### src/common/pole_pkg.sv
// Constants, field layouts and state codes for the pole detection sequencer
package pole_pkg;

  // Register bus geometry
  localparam int ADDR_W = 8;
  localparam int DATA_W = 32;

  // Register offsets
  localparam logic [7:0] OFS_CFG = 8'h00;
  localparam logic [7:0] OFS_CMD = 8'h04;
  localparam logic [7:0] OFS_STATUS = 8'h08;
  localparam logic [7:0] OFS_IRQ_STAT = 8'h0C;
  localparam logic [7:0] OFS_IRQ_MASK = 8'h10;
  localparam logic [7:0] OFS_TORQUE_OFS = 8'h14;
  localparam logic [7:0] OFS_TRAVEL = 8'h18;

  // Configuration register fields
  localparam int SCHED_LSB = 0;
  localparam int SCHED_W = 3;
  localparam int METHOD_LSB = 4;
  localparam int METHOD_W = 3;
  localparam int LIMIT_BIT = 8;
  localparam int ENC_ABS_BIT = 9;
  localparam int TEST_BIT = 12;
  localparam int RESP_LSB = 16;
  localparam int RESP_W = 4;
  localparam logic [31:0] CFG_RESET = 32'h0000_0001;
  localparam logic [31:0] CFG_MASK = 32'h000F_1377;

  // Setting values
  localparam logic [2:0] SCHED_OFF = 3'h0;
  localparam logic [2:0] SCHED_FIRST = 3'h1;
  localparam logic [2:0] SCHED_EVERY = 3'h5;
  localparam logic [2:0] METHOD_POSITION = 3'h0;
  localparam logic [2:0] METHOD_MINUTE = 3'h4;
  localparam logic LIMIT_ENABLED = 1'b0;

  // Command register bits
  localparam int SOFT_RESET_BIT = 0;
  localparam int FAULT_CLEAR_BIT = 1;

  // Interrupt event bits
  localparam int IRQ_W = 4;
  localparam int IRQ_DONE = 0;
  localparam int IRQ_FAULT = 1;
  localparam int IRQ_REVERSE = 2;
  localparam int IRQ_EARLY = 3;

  // Status register fields
  localparam int ST_STATE_LSB = 0;
  localparam int ST_DONE_BIT = 2;
  localparam int ST_READY_BIT = 3;
  localparam int ST_DIR_BIT = 4;
  localparam int ST_TEST_BIT = 5;
  localparam int ST_CAUSE_LSB = 8;

  // Fault causes
  localparam logic [2:0] FC_NONE = 3'h0;
  localparam logic [2:0] FC_LIMITS = 3'h1;
  localparam logic [2:0] FC_DISTURB = 3'h2;
  localparam logic [2:0] FC_TRAVEL = 3'h3;
  localparam logic [2:0] FC_ENGINE = 3'h4;

  // Travel bound of the minute method, in micrometres (0.5 mm)
  localparam int MINUTE_TRAVEL_UM = 500;
  localparam int NM_PER_UM = 1000;

  // Sequencer states
  typedef enum logic [1:0] {
    ST_IDLE = 2'b00,
    ST_DETECT = 2'b01,
    ST_RUN = 2'b10,
    ST_FAULT = 2'b11
  } seq_state_e;

endpackage : pole_pkg

### src/hw/pin_sync.sv
// Two-flop synchroniser for a group of asynchronous pins
`timescale 1ns/1ps
module pin_sync #(
  parameter int W = 3
) (
  // Clock and reset
  input wire logic core_clk,
  input wire logic reset,
  // Pins and synchronised copies
  input wire logic [W-1:0] pin_in,
  output logic [W-1:0] pin_sync
);

  genvar i;

  // One pair of flops per pin; the first flop feeds only the second
  generate
    for (i = 0; i < W; i++) begin : g_bit
      logic stage1_r;
      logic stage2_r;
      always_ff @(posedge core_clk) begin
        if (reset) begin
          stage1_r <= 1'b0;
          stage2_r <= 1'b0;
        end else begin
          stage1_r <= pin_in[i];
          stage2_r <= stage1_r;
        end
      end
      assign pin_sync[i] = stage2_r;
    end
  endgenerate

endmodule : pin_sync

### src/hw/travel_meter.sv
// Saturating travel counter with an over-limit flag
`timescale 1ns/1ps
module travel_meter #(
  parameter int W = 16,
  parameter logic [W-1:0] LIMIT = 16'h01F4
) (
  // Clock and reset
  input wire logic core_clk,
  input wire logic reset,
  // Control and step input
  input wire logic clear,
  input wire logic step,
  // Result
  output logic [W-1:0] count,
  output logic over
);

  logic [W-1:0] count_r;
  logic [W-1:0] count_nxt;
  logic at_max;

  // Counts steps and stops at the top instead of wrapping
  assign at_max = &count_r;
  assign count_nxt = clear ? '0 :
                     (step && !at_max) ? count_r + 1'b1 : count_r;

  always_ff @(posedge core_clk) begin
    if (reset) begin
      count_r <= '0;
    end else begin
      count_r <= count_nxt;
    end
  end

  assign count = count_r;
  assign over = (count_r > LIMIT);

endmodule : travel_meter

### src/hw/pole_detection_sequencer.sv
// Sequencer deciding when and how initial magnetic pole detection runs
//
// Behaviour
// - Schedule setting: 0 off, 1 first, 5 every.
// - Method setting: 0 position, 4 minute method.
// - Limit setting: 0 honours stroke ends, 1 ignores.
// - Pending detection starts moving at servo-on.
// - Torque offset to the current loop is zero while detecting; the register reads back unchanged.
// - Minute method travel beyond 0.5 mm raises detection fault.
// - Minute method disturbance raises detection fault.
// - The stroke end ahead of the motion off reverses; both faults.
// - Incremental encoder detects after every reset.
`timescale 1ns/1ps
module pole_detection_sequencer #(
  parameter int ENC_RES_NM = 1000,
  parameter int TRAVEL_W = 16,
  parameter int OFFSET_W = 16
) (
  // Clock and reset
  input wire logic core_clk,
  input wire logic reset,
  // Register port
  input wire logic [pole_pkg::ADDR_W-1:0] reg_addr,
  input wire logic [pole_pkg::DATA_W-1:0] reg_wdata,
  input wire logic reg_wr,
  input wire logic reg_rd,
  output logic [pole_pkg::DATA_W-1:0] reg_rdata,
  // Motion controller side
  input wire logic servo_on_pin,
  input wire logic pos_cmd,
  output logic ready,
  // Stroke-end pins, high while the axis is inside its stroke
  input wire logic forward_travel_limit,
  input wire logic reverse_travel_limit,
  // Detection engine side
  output logic detect_run,
  output logic detect_dir,
  output logic detect_method_minute,
  output logic [pole_pkg::RESP_W-1:0] minute_method_response,
  input wire logic detect_done,
  input wire logic detect_fail,
  input wire logic detect_disturb,
  input wire logic move_step,
  // Torque offset to the current loop
  output logic [OFFSET_W-1:0] torque_offset_eff,
  // Status outputs
  output logic initial_pole_detect_fault,
  output logic test_run_active,
  output logic irq
);

  localparam int TRAVEL_LIMIT_INT =
    pole_pkg::MINUTE_TRAVEL_UM * pole_pkg::NM_PER_UM / ENC_RES_NM;
  localparam logic [TRAVEL_W-1:0] TRAVEL_LIMIT =
    TRAVEL_W'(TRAVEL_LIMIT_INT);

  // Synchronised pins
  logic [2:0] pins_raw;
  logic [2:0] pins_s;
  logic servo_on_s;
  logic fwd_on;
  logic rev_on;

  // Registers
  logic [pole_pkg::DATA_W-1:0] cfg_r;
  logic [pole_pkg::DATA_W-1:0] cfg_nxt;
  logic [pole_pkg::IRQ_W-1:0] irq_stat_r;
  logic [pole_pkg::IRQ_W-1:0] irq_stat_nxt;
  logic [pole_pkg::IRQ_W-1:0] irq_mask_r;
  logic [OFFSET_W-1:0] torque_ofs_r;
  logic [pole_pkg::DATA_W-1:0] rdata_r;
  logic [pole_pkg::DATA_W-1:0] rdata_nxt;

  // Sequencer state
  pole_pkg::seq_state_e state_r;
  pole_pkg::seq_state_e state_nxt;
  logic done_r;
  logic done_nxt;
  logic dir_r;
  logic dir_nxt;
  logic servo_q_r;
  logic test_active_r;
  logic [2:0] cause_r;
  logic [2:0] cause_nxt;

  // Decoded settings and events
  logic [2:0] sched;
  logic [2:0] method;
  logic minute;
  logic limits_used;
  logic enc_abs;
  logic servo_rise;
  logic detect_needed;
  logic wr_cfg;
  logic wr_cmd;
  logic wr_irq_stat;
  logic wr_irq_mask;
  logic wr_torque;
  logic soft_reset;
  logic fault_clear;
  logic both_off;
  logic rev_needed;
  logic fault_hit;
  logic [2:0] fault_cause;
  logic finished;
  logic [pole_pkg::IRQ_W-1:0] events;
  logic [TRAVEL_W-1:0] travel_count;
  logic travel_over;
  logic meter_clear;

  // Address decode shared by every write
  function automatic logic hit(input logic [pole_pkg::ADDR_W-1:0] a,
                               input logic [pole_pkg::ADDR_W-1:0] ofs);
    hit = (a == ofs);
  endfunction : hit

  // Servo-on and stroke-end pins cross into the core clock
  assign pins_raw = {servo_on_pin, forward_travel_limit,
                     reverse_travel_limit};

  pin_sync #(
    .W(3)
  ) u_pin_sync (
    .core_clk(core_clk),
    .reset(reset),
    .pin_in(pins_raw),
    .pin_sync(pins_s)
  );

  assign servo_on_s = pins_s[2];
  assign fwd_on = pins_s[1];
  assign rev_on = pins_s[0];

  // Write strobes per register
  assign wr_cfg = reg_wr && hit(reg_addr, pole_pkg::OFS_CFG);
  assign wr_cmd = reg_wr && hit(reg_addr, pole_pkg::OFS_CMD);
  assign wr_irq_stat = reg_wr && hit(reg_addr, pole_pkg::OFS_IRQ_STAT);
  assign wr_irq_mask = reg_wr && hit(reg_addr, pole_pkg::OFS_IRQ_MASK);
  assign wr_torque = reg_wr && hit(reg_addr, pole_pkg::OFS_TORQUE_OFS);
  assign soft_reset = wr_cmd && reg_wdata[pole_pkg::SOFT_RESET_BIT];
  assign fault_clear = wr_cmd && reg_wdata[pole_pkg::FAULT_CLEAR_BIT];

  // Setting fields
  assign sched = cfg_r[pole_pkg::SCHED_LSB +: pole_pkg::SCHED_W];
  assign method = cfg_r[pole_pkg::METHOD_LSB +: pole_pkg::METHOD_W];
  assign minute = (method == pole_pkg::METHOD_MINUTE);
  assign limits_used =
    (cfg_r[pole_pkg::LIMIT_BIT] == pole_pkg::LIMIT_ENABLED);
  assign enc_abs = cfg_r[pole_pkg::ENC_ABS_BIT];
  assign cfg_nxt = reg_wdata & pole_pkg::CFG_MASK;

  // Whether the coming servo-on must run detection
  assign detect_needed =
    !enc_abs ? !done_r :
    (sched == pole_pkg::SCHED_EVERY) ? 1'b1 :
    (sched == pole_pkg::SCHED_FIRST) ? !done_r :
    1'b0;

  assign servo_rise = servo_on_s && !servo_q_r;

  // Stroke-end handling while detection moves the motor
  assign both_off = limits_used && !fwd_on && !rev_on;
  assign rev_needed = limits_used && !both_off &&
                      ((dir_r == 1'b0 && !fwd_on) ||
                       (dir_r == 1'b1 && !rev_on));

  // Fault sources during detection, first match names the cause
  assign fault_cause =
    both_off ? pole_pkg::FC_LIMITS :
    (minute && detect_disturb) ? pole_pkg::FC_DISTURB :
    (minute && travel_over) ? pole_pkg::FC_TRAVEL :
    detect_fail ? pole_pkg::FC_ENGINE :
    pole_pkg::FC_NONE;
  assign fault_hit = (state_r == pole_pkg::ST_DETECT) &&
                     (fault_cause != pole_pkg::FC_NONE);
  assign finished = (state_r == pole_pkg::ST_DETECT) && !fault_hit &&
                    servo_on_s && detect_done;

  // Next state of the sequencer
  always_comb begin
    state_nxt = state_r;
    cause_nxt = cause_r;
    unique case (state_r)
      pole_pkg::ST_IDLE: begin
        if (servo_rise) begin
          state_nxt = detect_needed ? pole_pkg::ST_DETECT :
                      pole_pkg::ST_RUN;
        end
      end
      pole_pkg::ST_DETECT: begin
        if (fault_hit) begin
          state_nxt = pole_pkg::ST_FAULT;
          cause_nxt = fault_cause;
        end else if (!servo_on_s) begin
          state_nxt = pole_pkg::ST_IDLE;
        end else if (detect_done) begin
          state_nxt = pole_pkg::ST_RUN;
        end
      end
      pole_pkg::ST_RUN: begin
        if (!servo_on_s) begin
          state_nxt = pole_pkg::ST_IDLE;
        end
      end
      pole_pkg::ST_FAULT: begin
        if (fault_clear) begin
          state_nxt = pole_pkg::ST_IDLE;
          cause_nxt = pole_pkg::FC_NONE;
        end
      end
    endcase
    if (soft_reset) begin
      state_nxt = pole_pkg::ST_IDLE;
      cause_nxt = pole_pkg::FC_NONE;
    end
  end

  // Done flag: set on clean finish, dropped by a software reset
  assign done_nxt = soft_reset ? 1'b0 : (done_r || finished);

  // Direction starts forward and turns at a stroke end
  assign dir_nxt = (state_r != pole_pkg::ST_DETECT) ? 1'b0 :
                   rev_needed ? !dir_r : dir_r;

  // Sequencer flops
  always_ff @(posedge core_clk) begin
    if (reset) begin
      state_r <= pole_pkg::ST_IDLE;
      cause_r <= pole_pkg::FC_NONE;
      done_r <= 1'b0;
      dir_r <= 1'b0;
      servo_q_r <= 1'b0;
    end else begin
      state_r <= state_nxt;
      cause_r <= cause_nxt;
      done_r <= done_nxt;
      dir_r <= dir_nxt;
      servo_q_r <= servo_on_s;
    end
  end

  // Test-run selection is latched only when the drive restarts
  always_ff @(posedge core_clk) begin
    if (reset) begin
      test_active_r <= 1'b0;
    end else if (soft_reset) begin
      test_active_r <= cfg_r[pole_pkg::TEST_BIT];
    end
  end

  // Travel of the current detection run
  assign meter_clear = (state_r != pole_pkg::ST_DETECT);

  travel_meter #(
    .W(TRAVEL_W),
    .LIMIT(TRAVEL_LIMIT)
  ) u_travel_meter (
    .core_clk(core_clk),
    .reset(reset),
    .clear(meter_clear),
    .step(move_step),
    .count(travel_count),
    .over(travel_over)
  );

  // Settings registers
  always_ff @(posedge core_clk) begin
    if (reset) begin
      cfg_r <= pole_pkg::CFG_RESET;
      irq_mask_r <= '0;
      torque_ofs_r <= '0;
    end else begin
      if (wr_cfg) begin
        cfg_r <= cfg_nxt;
      end
      if (wr_irq_mask) begin
        irq_mask_r <= reg_wdata[pole_pkg::IRQ_W-1:0];
      end
      if (wr_torque) begin
        torque_ofs_r <= reg_wdata[OFFSET_W-1:0];
      end
    end
  end

  // Events; a command before ready counts as rejected
  assign events[pole_pkg::IRQ_DONE] = finished;
  assign events[pole_pkg::IRQ_FAULT] = fault_hit;
  assign events[pole_pkg::IRQ_REVERSE] =
    (state_r == pole_pkg::ST_DETECT) && rev_needed;
  assign events[pole_pkg::IRQ_EARLY] = pos_cmd && !ready;

  // Sticky status, write one to clear, a new event wins
  assign irq_stat_nxt =
    (irq_stat_r & ~(wr_irq_stat ? reg_wdata[pole_pkg::IRQ_W-1:0] : '0))
    | events;

  always_ff @(posedge core_clk) begin
    if (reset) begin
      irq_stat_r <= '0;
    end else begin
      irq_stat_r <= irq_stat_nxt;
    end
  end

  assign irq = |(irq_stat_r & irq_mask_r);

  // Read multiplexer, unmapped offsets read zero
  always_comb begin
    rdata_nxt = '0;
    unique case (reg_addr)
      pole_pkg::OFS_CFG: rdata_nxt = cfg_r;
      pole_pkg::OFS_STATUS: begin
        rdata_nxt[pole_pkg::ST_STATE_LSB +: 2] = state_r;
        rdata_nxt[pole_pkg::ST_DONE_BIT] = done_r;
        rdata_nxt[pole_pkg::ST_READY_BIT] = ready;
        rdata_nxt[pole_pkg::ST_DIR_BIT] = dir_r;
        rdata_nxt[pole_pkg::ST_TEST_BIT] = test_active_r;
        rdata_nxt[pole_pkg::ST_CAUSE_LSB +: 3] = cause_r;
      end
      pole_pkg::OFS_IRQ_STAT: rdata_nxt[pole_pkg::IRQ_W-1:0] = irq_stat_r;
      pole_pkg::OFS_IRQ_MASK: rdata_nxt[pole_pkg::IRQ_W-1:0] = irq_mask_r;
      pole_pkg::OFS_TORQUE_OFS: rdata_nxt[OFFSET_W-1:0] = torque_ofs_r;
      pole_pkg::OFS_TRAVEL: rdata_nxt[TRAVEL_W-1:0] = travel_count;
      default: rdata_nxt = '0;
    endcase
  end

  // Read data stands only in the cycle after the strobe
  always_ff @(posedge core_clk) begin
    if (reset) begin
      rdata_r <= '0;
    end else begin
      rdata_r <= reg_rd ? rdata_nxt : '0;
    end
  end

  assign reg_rdata = rdata_r;

  // Engine and controller outputs
  assign detect_run = (state_r == pole_pkg::ST_DETECT);
  assign detect_dir = dir_r;
  assign detect_method_minute = minute;
  assign minute_method_response =
    cfg_r[pole_pkg::RESP_LSB +: pole_pkg::RESP_W];
  assign ready = (state_r == pole_pkg::ST_RUN) && servo_on_s;
  assign torque_offset_eff = detect_run ? '0 : torque_ofs_r;
  assign initial_pole_detect_fault = (state_r == pole_pkg::ST_FAULT);
  assign test_run_active = test_active_r;

endmodule : pole_detection_sequencer

### config.mk
export PLATFORM = sky130hd
export DESIGN_NAME = pole_detection_sequencer
export DESIGN_NICKNAME = d
export VERILOG_FILES = /design/src/common/pole_pkg.sv /design/src/hw/pin_sync.sv /design/src/hw/travel_meter.sv /design/src/hw/pole_detection_sequencer.sv
export SDC_FILE = /design/constraint.sdc
export NUM_CORES = 1
export LEC_CHECK = 0
export BUFFER_PORTS_ARGS = -buffer_cell sky130_fd_sc_hd__buf_2
export CAP_MARGIN = 20
export CORE_MARGIN = 2
export CORE_UTILIZATION = 42
export CTS_CLUSTER_SIZE = 25
export DETAILED_ROUTE_END_ITERATION = 10
export PLACE_DENSITY = 0.64
export SLEW_MARGIN = 20
export SYNTH_ARGS = -nofsm -noshare
export SYNTH_HDL_FRONTEND = slang
export SYNTH_SLANG_ARGS = --single-unit
### constraint.sdc
create_clock -name core_clk -period 3.8 [get_ports core_clk]
set_input_delay 0.76 -clock core_clk [delete_from_list [all_inputs] [get_ports core_clk]]
set_output_delay 0.76 -clock core_clk [all_outputs]
set_load 0.1 [all_outputs]
==> results of run 1 <==
[layer usage]
| layer | vias up | global-route usage (%) | share of wire (%) | wire, um |
|---|---|---|---|---|
| met1 | 1693 | 27.9 | 46 | 4790 |
| met2 | 120 | 32.3 | 47 | 4930 |
| li1 | 1755 | - | - | - |
| met4 | 0 | 8.84 | 1.2 | 125 |
| met5 | - | 0 | 0 | 0 |
| met3 | 9 | 3.86 | 5.8 | 605 |
[stage by stage]
| stage | hold WS, ns | std cells | area (um^2) | worst slack (ns) |
|---|---|---|---|---|
| floorplan | 0.414 | 481 | 4020 | 1.15 |
| global placement | 0.421 | 644 | 4420 | 0.931 |
| detailed placement | 0.421 | 644 | 4420 | 0.881 |
| CTS | 0.442 | 659 | 4660 | 0.760 |
| global route | 0.464 | 659 | 4660 | 0.619 |
| finish | 0.441 | 659 | 4660 | 0.805 |
[synth_stat cells (all sizes together), types with 2 or more instances]
cell and count:
or2 2, a22o 5, inv 10, buf 22, a31oi 3, nor3 13, o21bai 2, or3 3
nor2 55, a221oi 3, and4 2, xor2 7, and2 20, mux2i 16, ha 2, o21ai 4
nand2b 5, nor4b 2, nor4 4, o31ai 2, clkbuf 19, a22oi 23, nand2 59, nand4 11
nor2b 9, xnor2 4, and3 8, nand3b 2, dfxtp 88, nand3 11, a21oi 39
[critical path, delay by kind of cell, from the launching register on]
kind                   cells  cell delay, ns
buffers and inverters      2            0.85
flip-flops                 1            0.54
AND/OR/NAND/NOR            1            0.49
[power by group]
group / internal (mW) / switching, mW
Combinational: 0.0529 / 0.167
Clock: 0.439 / 0.355
Sequential: 0.937 / 0.0211
Total: 1.43 / 0.543
[placed cells by master (no fill, tap or decap), drive strengths merged, types with 2 or more instances in the layout]
master and instances:
nor4b 2, nor2 55, o21ai 4, a221oi 3, o31ai 2, nand2b 5, a22o 5, a21oi 39
or2 2, nand3b 2, xor2 7, dfxtp 88, nand3 11, o21bai 2, and2 20, and3 8
mux2i 16, or3 3, and4 2, clkbuf 9, ha 2, nand4 11, nor3 13, buf 93
nand2 59, nor2b 9, inv 11, xnor2 4, a22oi 23, nor4 4, a31oi 3, conb 12
bufinv 3
[path summary, 6_finish.rpt]
path | from | endpoint | slack, ns | depth (start not counted)
max | state_r[0] | detect_run | 0.81 | 3
min | u_pin_sync.g_bit[0].stage1_r | u_pin_sync.g_bit[0].stage2_r | 0.44 | 1
max reg2reg | state_r[1] | irq_stat_r[2] | 1.51 | 4
min reg2reg | u_pin_sync.g_bit[0].stage1_r | u_pin_sync.g_bit[0].stage2_r | 0.44 | 1
[logic make-up (layout without fill, tap and decap cells)]
group                    count (synthesis)  after routing  share of synthesized area [%]
AND/OR/NAND/NOR                        209            209                           26.3
AO/OA/AOI/OAI                           92             92                           15.7
flip-flops                              88             88                           44.3
buffers and inverters                   51            118                           6.48
multiplexers                            16             16                           4.03
XOR/XNOR                                11             11                           2.42
adder cells (fa/ha/maj)                  2              2                          0.629
other                                    1             12                         0.0943
[cell type report]
type	instances	area share, %
clock inverters	6	2.52
inverters	10	0.806
repair buffers	93	10.4
flip-flops and latches	88	37.8
well taps	111	2.98
multi-input cells	342	42.9
clock buffers	9	2.66
[flip-flops by register name, summed over array words and instances (netlist names), 2 cells and up]
signal	flops
u_travel_meter.count	16
reg_rdata	20
u_pin_sync.g_bit.stage2_r	3
torque_ofs_r	16
state_r	2
cfg_r	13
cause_r	3
irq_stat_r	4
u_pin_sync.g_bit.stage1_r	3
irq_mask_r	4
==> qor.yml, run 1 <==
final_layout:
  antenna_cells: 0
  final.fill_count: 912
  fin_nets: 598
  syn_to_final_growth_pct: 17.2
  ff_latch_area_um2: 1760
  drive_gt1_share_pct: 21.4
  fin_util_pct: 50.7
  multiInputGateArea_um2: 2000
clock_network:
  cts.sinks: 88
  cts_resized: 0
  clockBufferDepth: 2
  numCtsBuffers: 9
  htree_levels: 3
  tritoncts: "built"
  cts_root_buf: "clkbuf_8"
  worstSkewPairLatency_ns: 0.37
  cts_setup_buffers: 0
  ctsHoldBuffers: 0
  clk_pin_slew_ns: 0.09
global_routing:
  grt_max_degree: 30
  grt_use_total_pct: 20.6
  grt_pass1_wl_um: 16400
  antenna_found_initial: 0
  grt_overflow: 0
  first_global_vias: 3335
yosys:
  ys_seq_area_share_pct: 44.3
  synth_cell_types: 54
  syn_area_per_cell_um2: 8.46
  yosysTopAreaCell: "dfxtp_1"
  ys_seq_elements: 88
  postSynthCellCount: 470
  syn-cell-area_um2: 3980
  ys.flop_type: "dfxtp_1"
  synth_edf_count: 0
  yosys_warnings: 0
  synth_top_area_share_pct: 44.3
  synth.top_cells.by_area: "dfxtp_1 44%, nand2_1 5.6%, nor2_1 5.2%, a21oi_1 4.9%, a22oi_1 4.3%"
  async_flop_share_pct: 0
timing:
  tightest_slew_ns: 0.788
  fmax_mhz: 334
  fin_crit_sh_pct: 78.8
  rsz0062_at_grt: "false"
  hold_violations: 0
  skew_ns: 0.0136
  setup_viol: 0
  slew-limit-headroom_pct: 47.3
  min_period_ns: 2.99
  setup-tns-final_ns: 0
  drv_slew: 0
die:
  core_area_um2: 9200
  top_level_ports: 111
  initial_utilization_pct: 43.2
  die_area_um2: 10300
  die_h_um: 101
  die_x_um: 101
  rows: 35
route:
  drcViolationCount: 0
  routed_wl_um: 10500
  vias_per_cell: 5.43
  drtIter0Drc: 277
  wl_per_cell_um: 15.9
  via_count: 3577
  drtAntennaViolNets: 0
  firstDrtPassIters: 4
run_status:
  status: "completed"
power:
  vdd_drop_max_mv: 0.193
  leakagePower_nw: 1.98
  power_density_nw_per_um2: 423
  total_power_mw: 1.97
worst_setup_path:
  path_max_fanout: 20
  cpMaxStageDelayCell: "dfxtp_1"
  cp-end-kind: "output port"
  critPathKind: "reg -> out"
  startpoint_type: "flip-flop"
  crit_required_ns: 3.04
  arrival_ns: 2.23
  critical_path.max_stage_delay_ns: 0.54
  crit_path_cell_trace: "nand2b_1, inv_1, buf_2"
place:
  dp_hpwl_um: 7490
  port_buffers: 86
  gp_congestion: 0.853
worst_hold_path:
  hp-class: "reg -> reg"
job:
  drv_cap: 0
No activity file was read; power rests on OpenSTA's default activity.
==> run 2, diff against run 1 <==
Clock period 3.8 ns to 2.9 ns, I/O delays scaled along.
==> run 2 against run 1 <==
Compared with the run above:
- clock power up 22%
- sequential power is 32% higher
- power increased by 28%
- largest power group unchanged
- highest routed layer unchanged
==> qor.yml, run 2 (synthesis results as in run 1) <==
run_status:
  status: "completed"  # unchanged
worst_hold_path:
  hp-class: "in -> reg"  # was reg -> reg
clock_network:
  clockBufferDepth: 2  # unchanged
  clk_pin_slew_ns: 0.09  # about the same
  cts_setup_buffers: 0  # unchanged
  worstSkewPairLatency_ns: 0.35  # was 0.37 ns
  cts_root_buf: "clkbuf_8"  # unchanged
  ctsHoldBuffers: 0  # unchanged
  cts.sinks: 88  # unchanged
  htree_levels: 3  # unchanged
  cts_resized: 0  # unchanged
  tritoncts: "built"  # unchanged
  numCtsBuffers: 9  # unchanged
final_layout:
  antenna_cells: 0  # unchanged
  syn_to_final_growth_pct: 19.0  # was 17.2%
  largest_register_ffs: 20  # unchanged
  final_cell_mix: "88 x dfxtp_1, 86 x buf_2, 59 x nand2_1, 55 x nor2_1, 39 x a21oi_1"  # unchanged
  layout_commonest_cell: "dfxtp_1"  # unchanged
  drive_gt1_share_pct: 23.0  # was 21.4%
  final_cell_count_no_fill: 671  # was 659
  fin_nets: 609  # was 598
job:
  drv_cap: 0  # unchanged
timing:
  drv_slew: 0  # unchanged
  fin_crit_sh_pct: 89.1
  tightest_slew_ns: 0.691  # was 0.788 ns
  skew_ns: 0.00828  # was 0.0136 ns
  fmax_mhz: 387
  setup-tns-final_ns: 0  # unchanged
  setup_viol: 0  # unchanged
  rsz0062_at_grt: "false"  # unchanged
  min_period_ns: 2.58
  hold_violations: 0  # unchanged
  slew-limit-headroom_pct: 53.6  # was 47.3%
die:
  top_level_ports: 111  # unchanged
  die_x_um: 101  # unchanged
  initial_utilization_pct: 43.2  # unchanged
  die_h_um: 101  # unchanged
  core_area_um2: 9200  # unchanged
  die_area_um2: 10300  # unchanged
  rows: 35  # unchanged
power:
  comb_power_share_pct: 12.1  # was 11.2%
  p_switching_mw: 0.710  # was 0.543 mW
  power_density_nw_per_um2: 536  # was 423 nW/um^2
  pwr-share-clk_pct: 38.2  # was 40.3%
  sequentialPowerShare_pct: 49.6  # was 48.6%
  total_power_mw: 2.53  # was 1.97 mW
  vdd_drop_max_mv: 0.323  # was 0.193 mV
  leakagePower_nw: 2.02  # was 1.98 nW
  swShare_pct: 28.0  # was 27.5%
  power.internal_mw: 1.82  # was 1.43 mW
global_routing:
  antenna_found_initial: 0  # unchanged
  grt_use_total_pct: 20.8  # was 20.6%
  grt_pass1_wl_um: 16600  # was 16,400 um
  grt_max_degree: 22  # was 30
  grt_overflow: 0  # unchanged
  first_global_vias: 3408  # was 3,335
route:
  wl_per_cell_um: 15.5  # was 15.9 um
  vias_per_cell: 5.35  # was 5.43
  drtAntennaViolNets: 0  # unchanged
  drtIter0Drc: 166  # was 277
  firstDrtPassIters: 4  # unchanged
  routed_wl_um: 10400  # was 10,500 um
  drcViolationCount: 0  # unchanged
  via_count: 3588  # was 3,577
place:
  port_buffers: 86  # unchanged
  dp_hpwl_um: 7700  # was 7490 um
  placedCellCount: 655  # was 644
  gp_congestion: 0.850  # was 0.853
worst_setup_path:
  cp-startpoint: "state_r[1]"  # was state_r[0]
  reg2regPathDepth: 6  # was 4
  startpoint_type: "flip-flop"  # unchanged
  rrSetupSlack_ns: 0.70  # was 1.51 ns
  reg2reg_to: "state_r[1]"  # was irq_stat_r[2]
  crit_required_ns: 2.32  # was 3.04 ns
  path_max_fanout: 14  # was 20
  critPathKind: "reg -> out"  # unchanged
  cp-end-kind: "output port"  # unchanged
  endpoint: "torque_offset_eff[8]"  # was detect_run
  arrival_ns: 2.00  # was 2.23 ns
  r2r_start: "u_travel_meter.count[9]"  # was state_r[1]
-- run 2: changes by cell type in the layout (fill, tap and decap cells not counted), sizes merged --
cell      delta
buf         +11
bufinv       -1
clkinvlp     +1
clkbuf       +1
-- run 2: power groups by stage --
stage | Sequential (mW) | Combinational, mW | Clock, mW
2_1_floorplan | 1.27 | 0.241 | 0
3_3_place_gp | 1.28 | 0.300 | 0
3_5_place_dp | 1.28 | 0.306 | 0
4_1_cts | 1.26 | 0.306 | 0.984
5_1_grt | 1.26 | 0.330 | 1.05
6_report | 1.26 | 0.308 | 0.969
-- run 2: critical path, stage by stage (launching register included) --
cell	delay, ns
dfxtp_1	0.50
nand2b_1	0.29
buf_4	0.27
and2_1	0.17
buf_2	0.42
-- run 2: area by class of cell --
cell class	instances	area, um^2
clock buffer	10	138
clock inverter	6	91.3
fill	909	4470
inverter	10	37.5
multi-input combinational	342	2000
sequential	88	1760
tap	111	139
timing repair buffer	104	566
-- run 2: through the flow --
| step | utilization, % | area (um^2) | hold slack [ns] | setup slack [ns] |
|---|---|---|---|---|
| final | 51.4 | 4730 | 0.431 | 0.316 |
| after global routing | 51.4 | 4730 | 0.437 | 0.151 |
| after CTS | 51.4 | 4730 | 0.424 | 0.278 |
| after detailed placement | 48.9 | 4500 | 0.423 | 0.668 |
| after global placement | 48.9 | 4500 | 0.421 | 0.701 |
| after floorplan | - | 4020 | 0.414 | 0.428 |
-- run 2: per-layer routing --
metal	vias up	share of wire [%]	global-route usage [%]	wire length (um)
li1	1777	-	-	-
met3	17	5.9	4.76	610
met1	1674	46	27.7	4770
met5	-	0	0	0
met4	0	2.1	9.67	223
met2	120	46	32.1	4790
-- run 2: worst min-delay path by stage --
stage	from	endpoint	slack (ns)	depth (start not counted)
floorplan	u_pin_sync.g_bit[0].stage1_r	u_pin_sync.g_bit[0].stage2_r	0.41	1
global placement	u_pin_sync.g_bit[1].stage1_r	u_pin_sync.g_bit[1].stage2_r	0.42	1
detailed placement	u_pin_sync.g_bit[1].stage1_r	u_pin_sync.g_bit[1].stage2_r	0.42	1
CTS	forward_travel_limit	u_pin_sync.g_bit[1].stage1_r	0.42	2
global route	forward_travel_limit	u_pin_sync.g_bit[1].stage1_r	0.44	2
finish	forward_travel_limit	u_pin_sync.g_bit[1].stage1_r	0.43	2
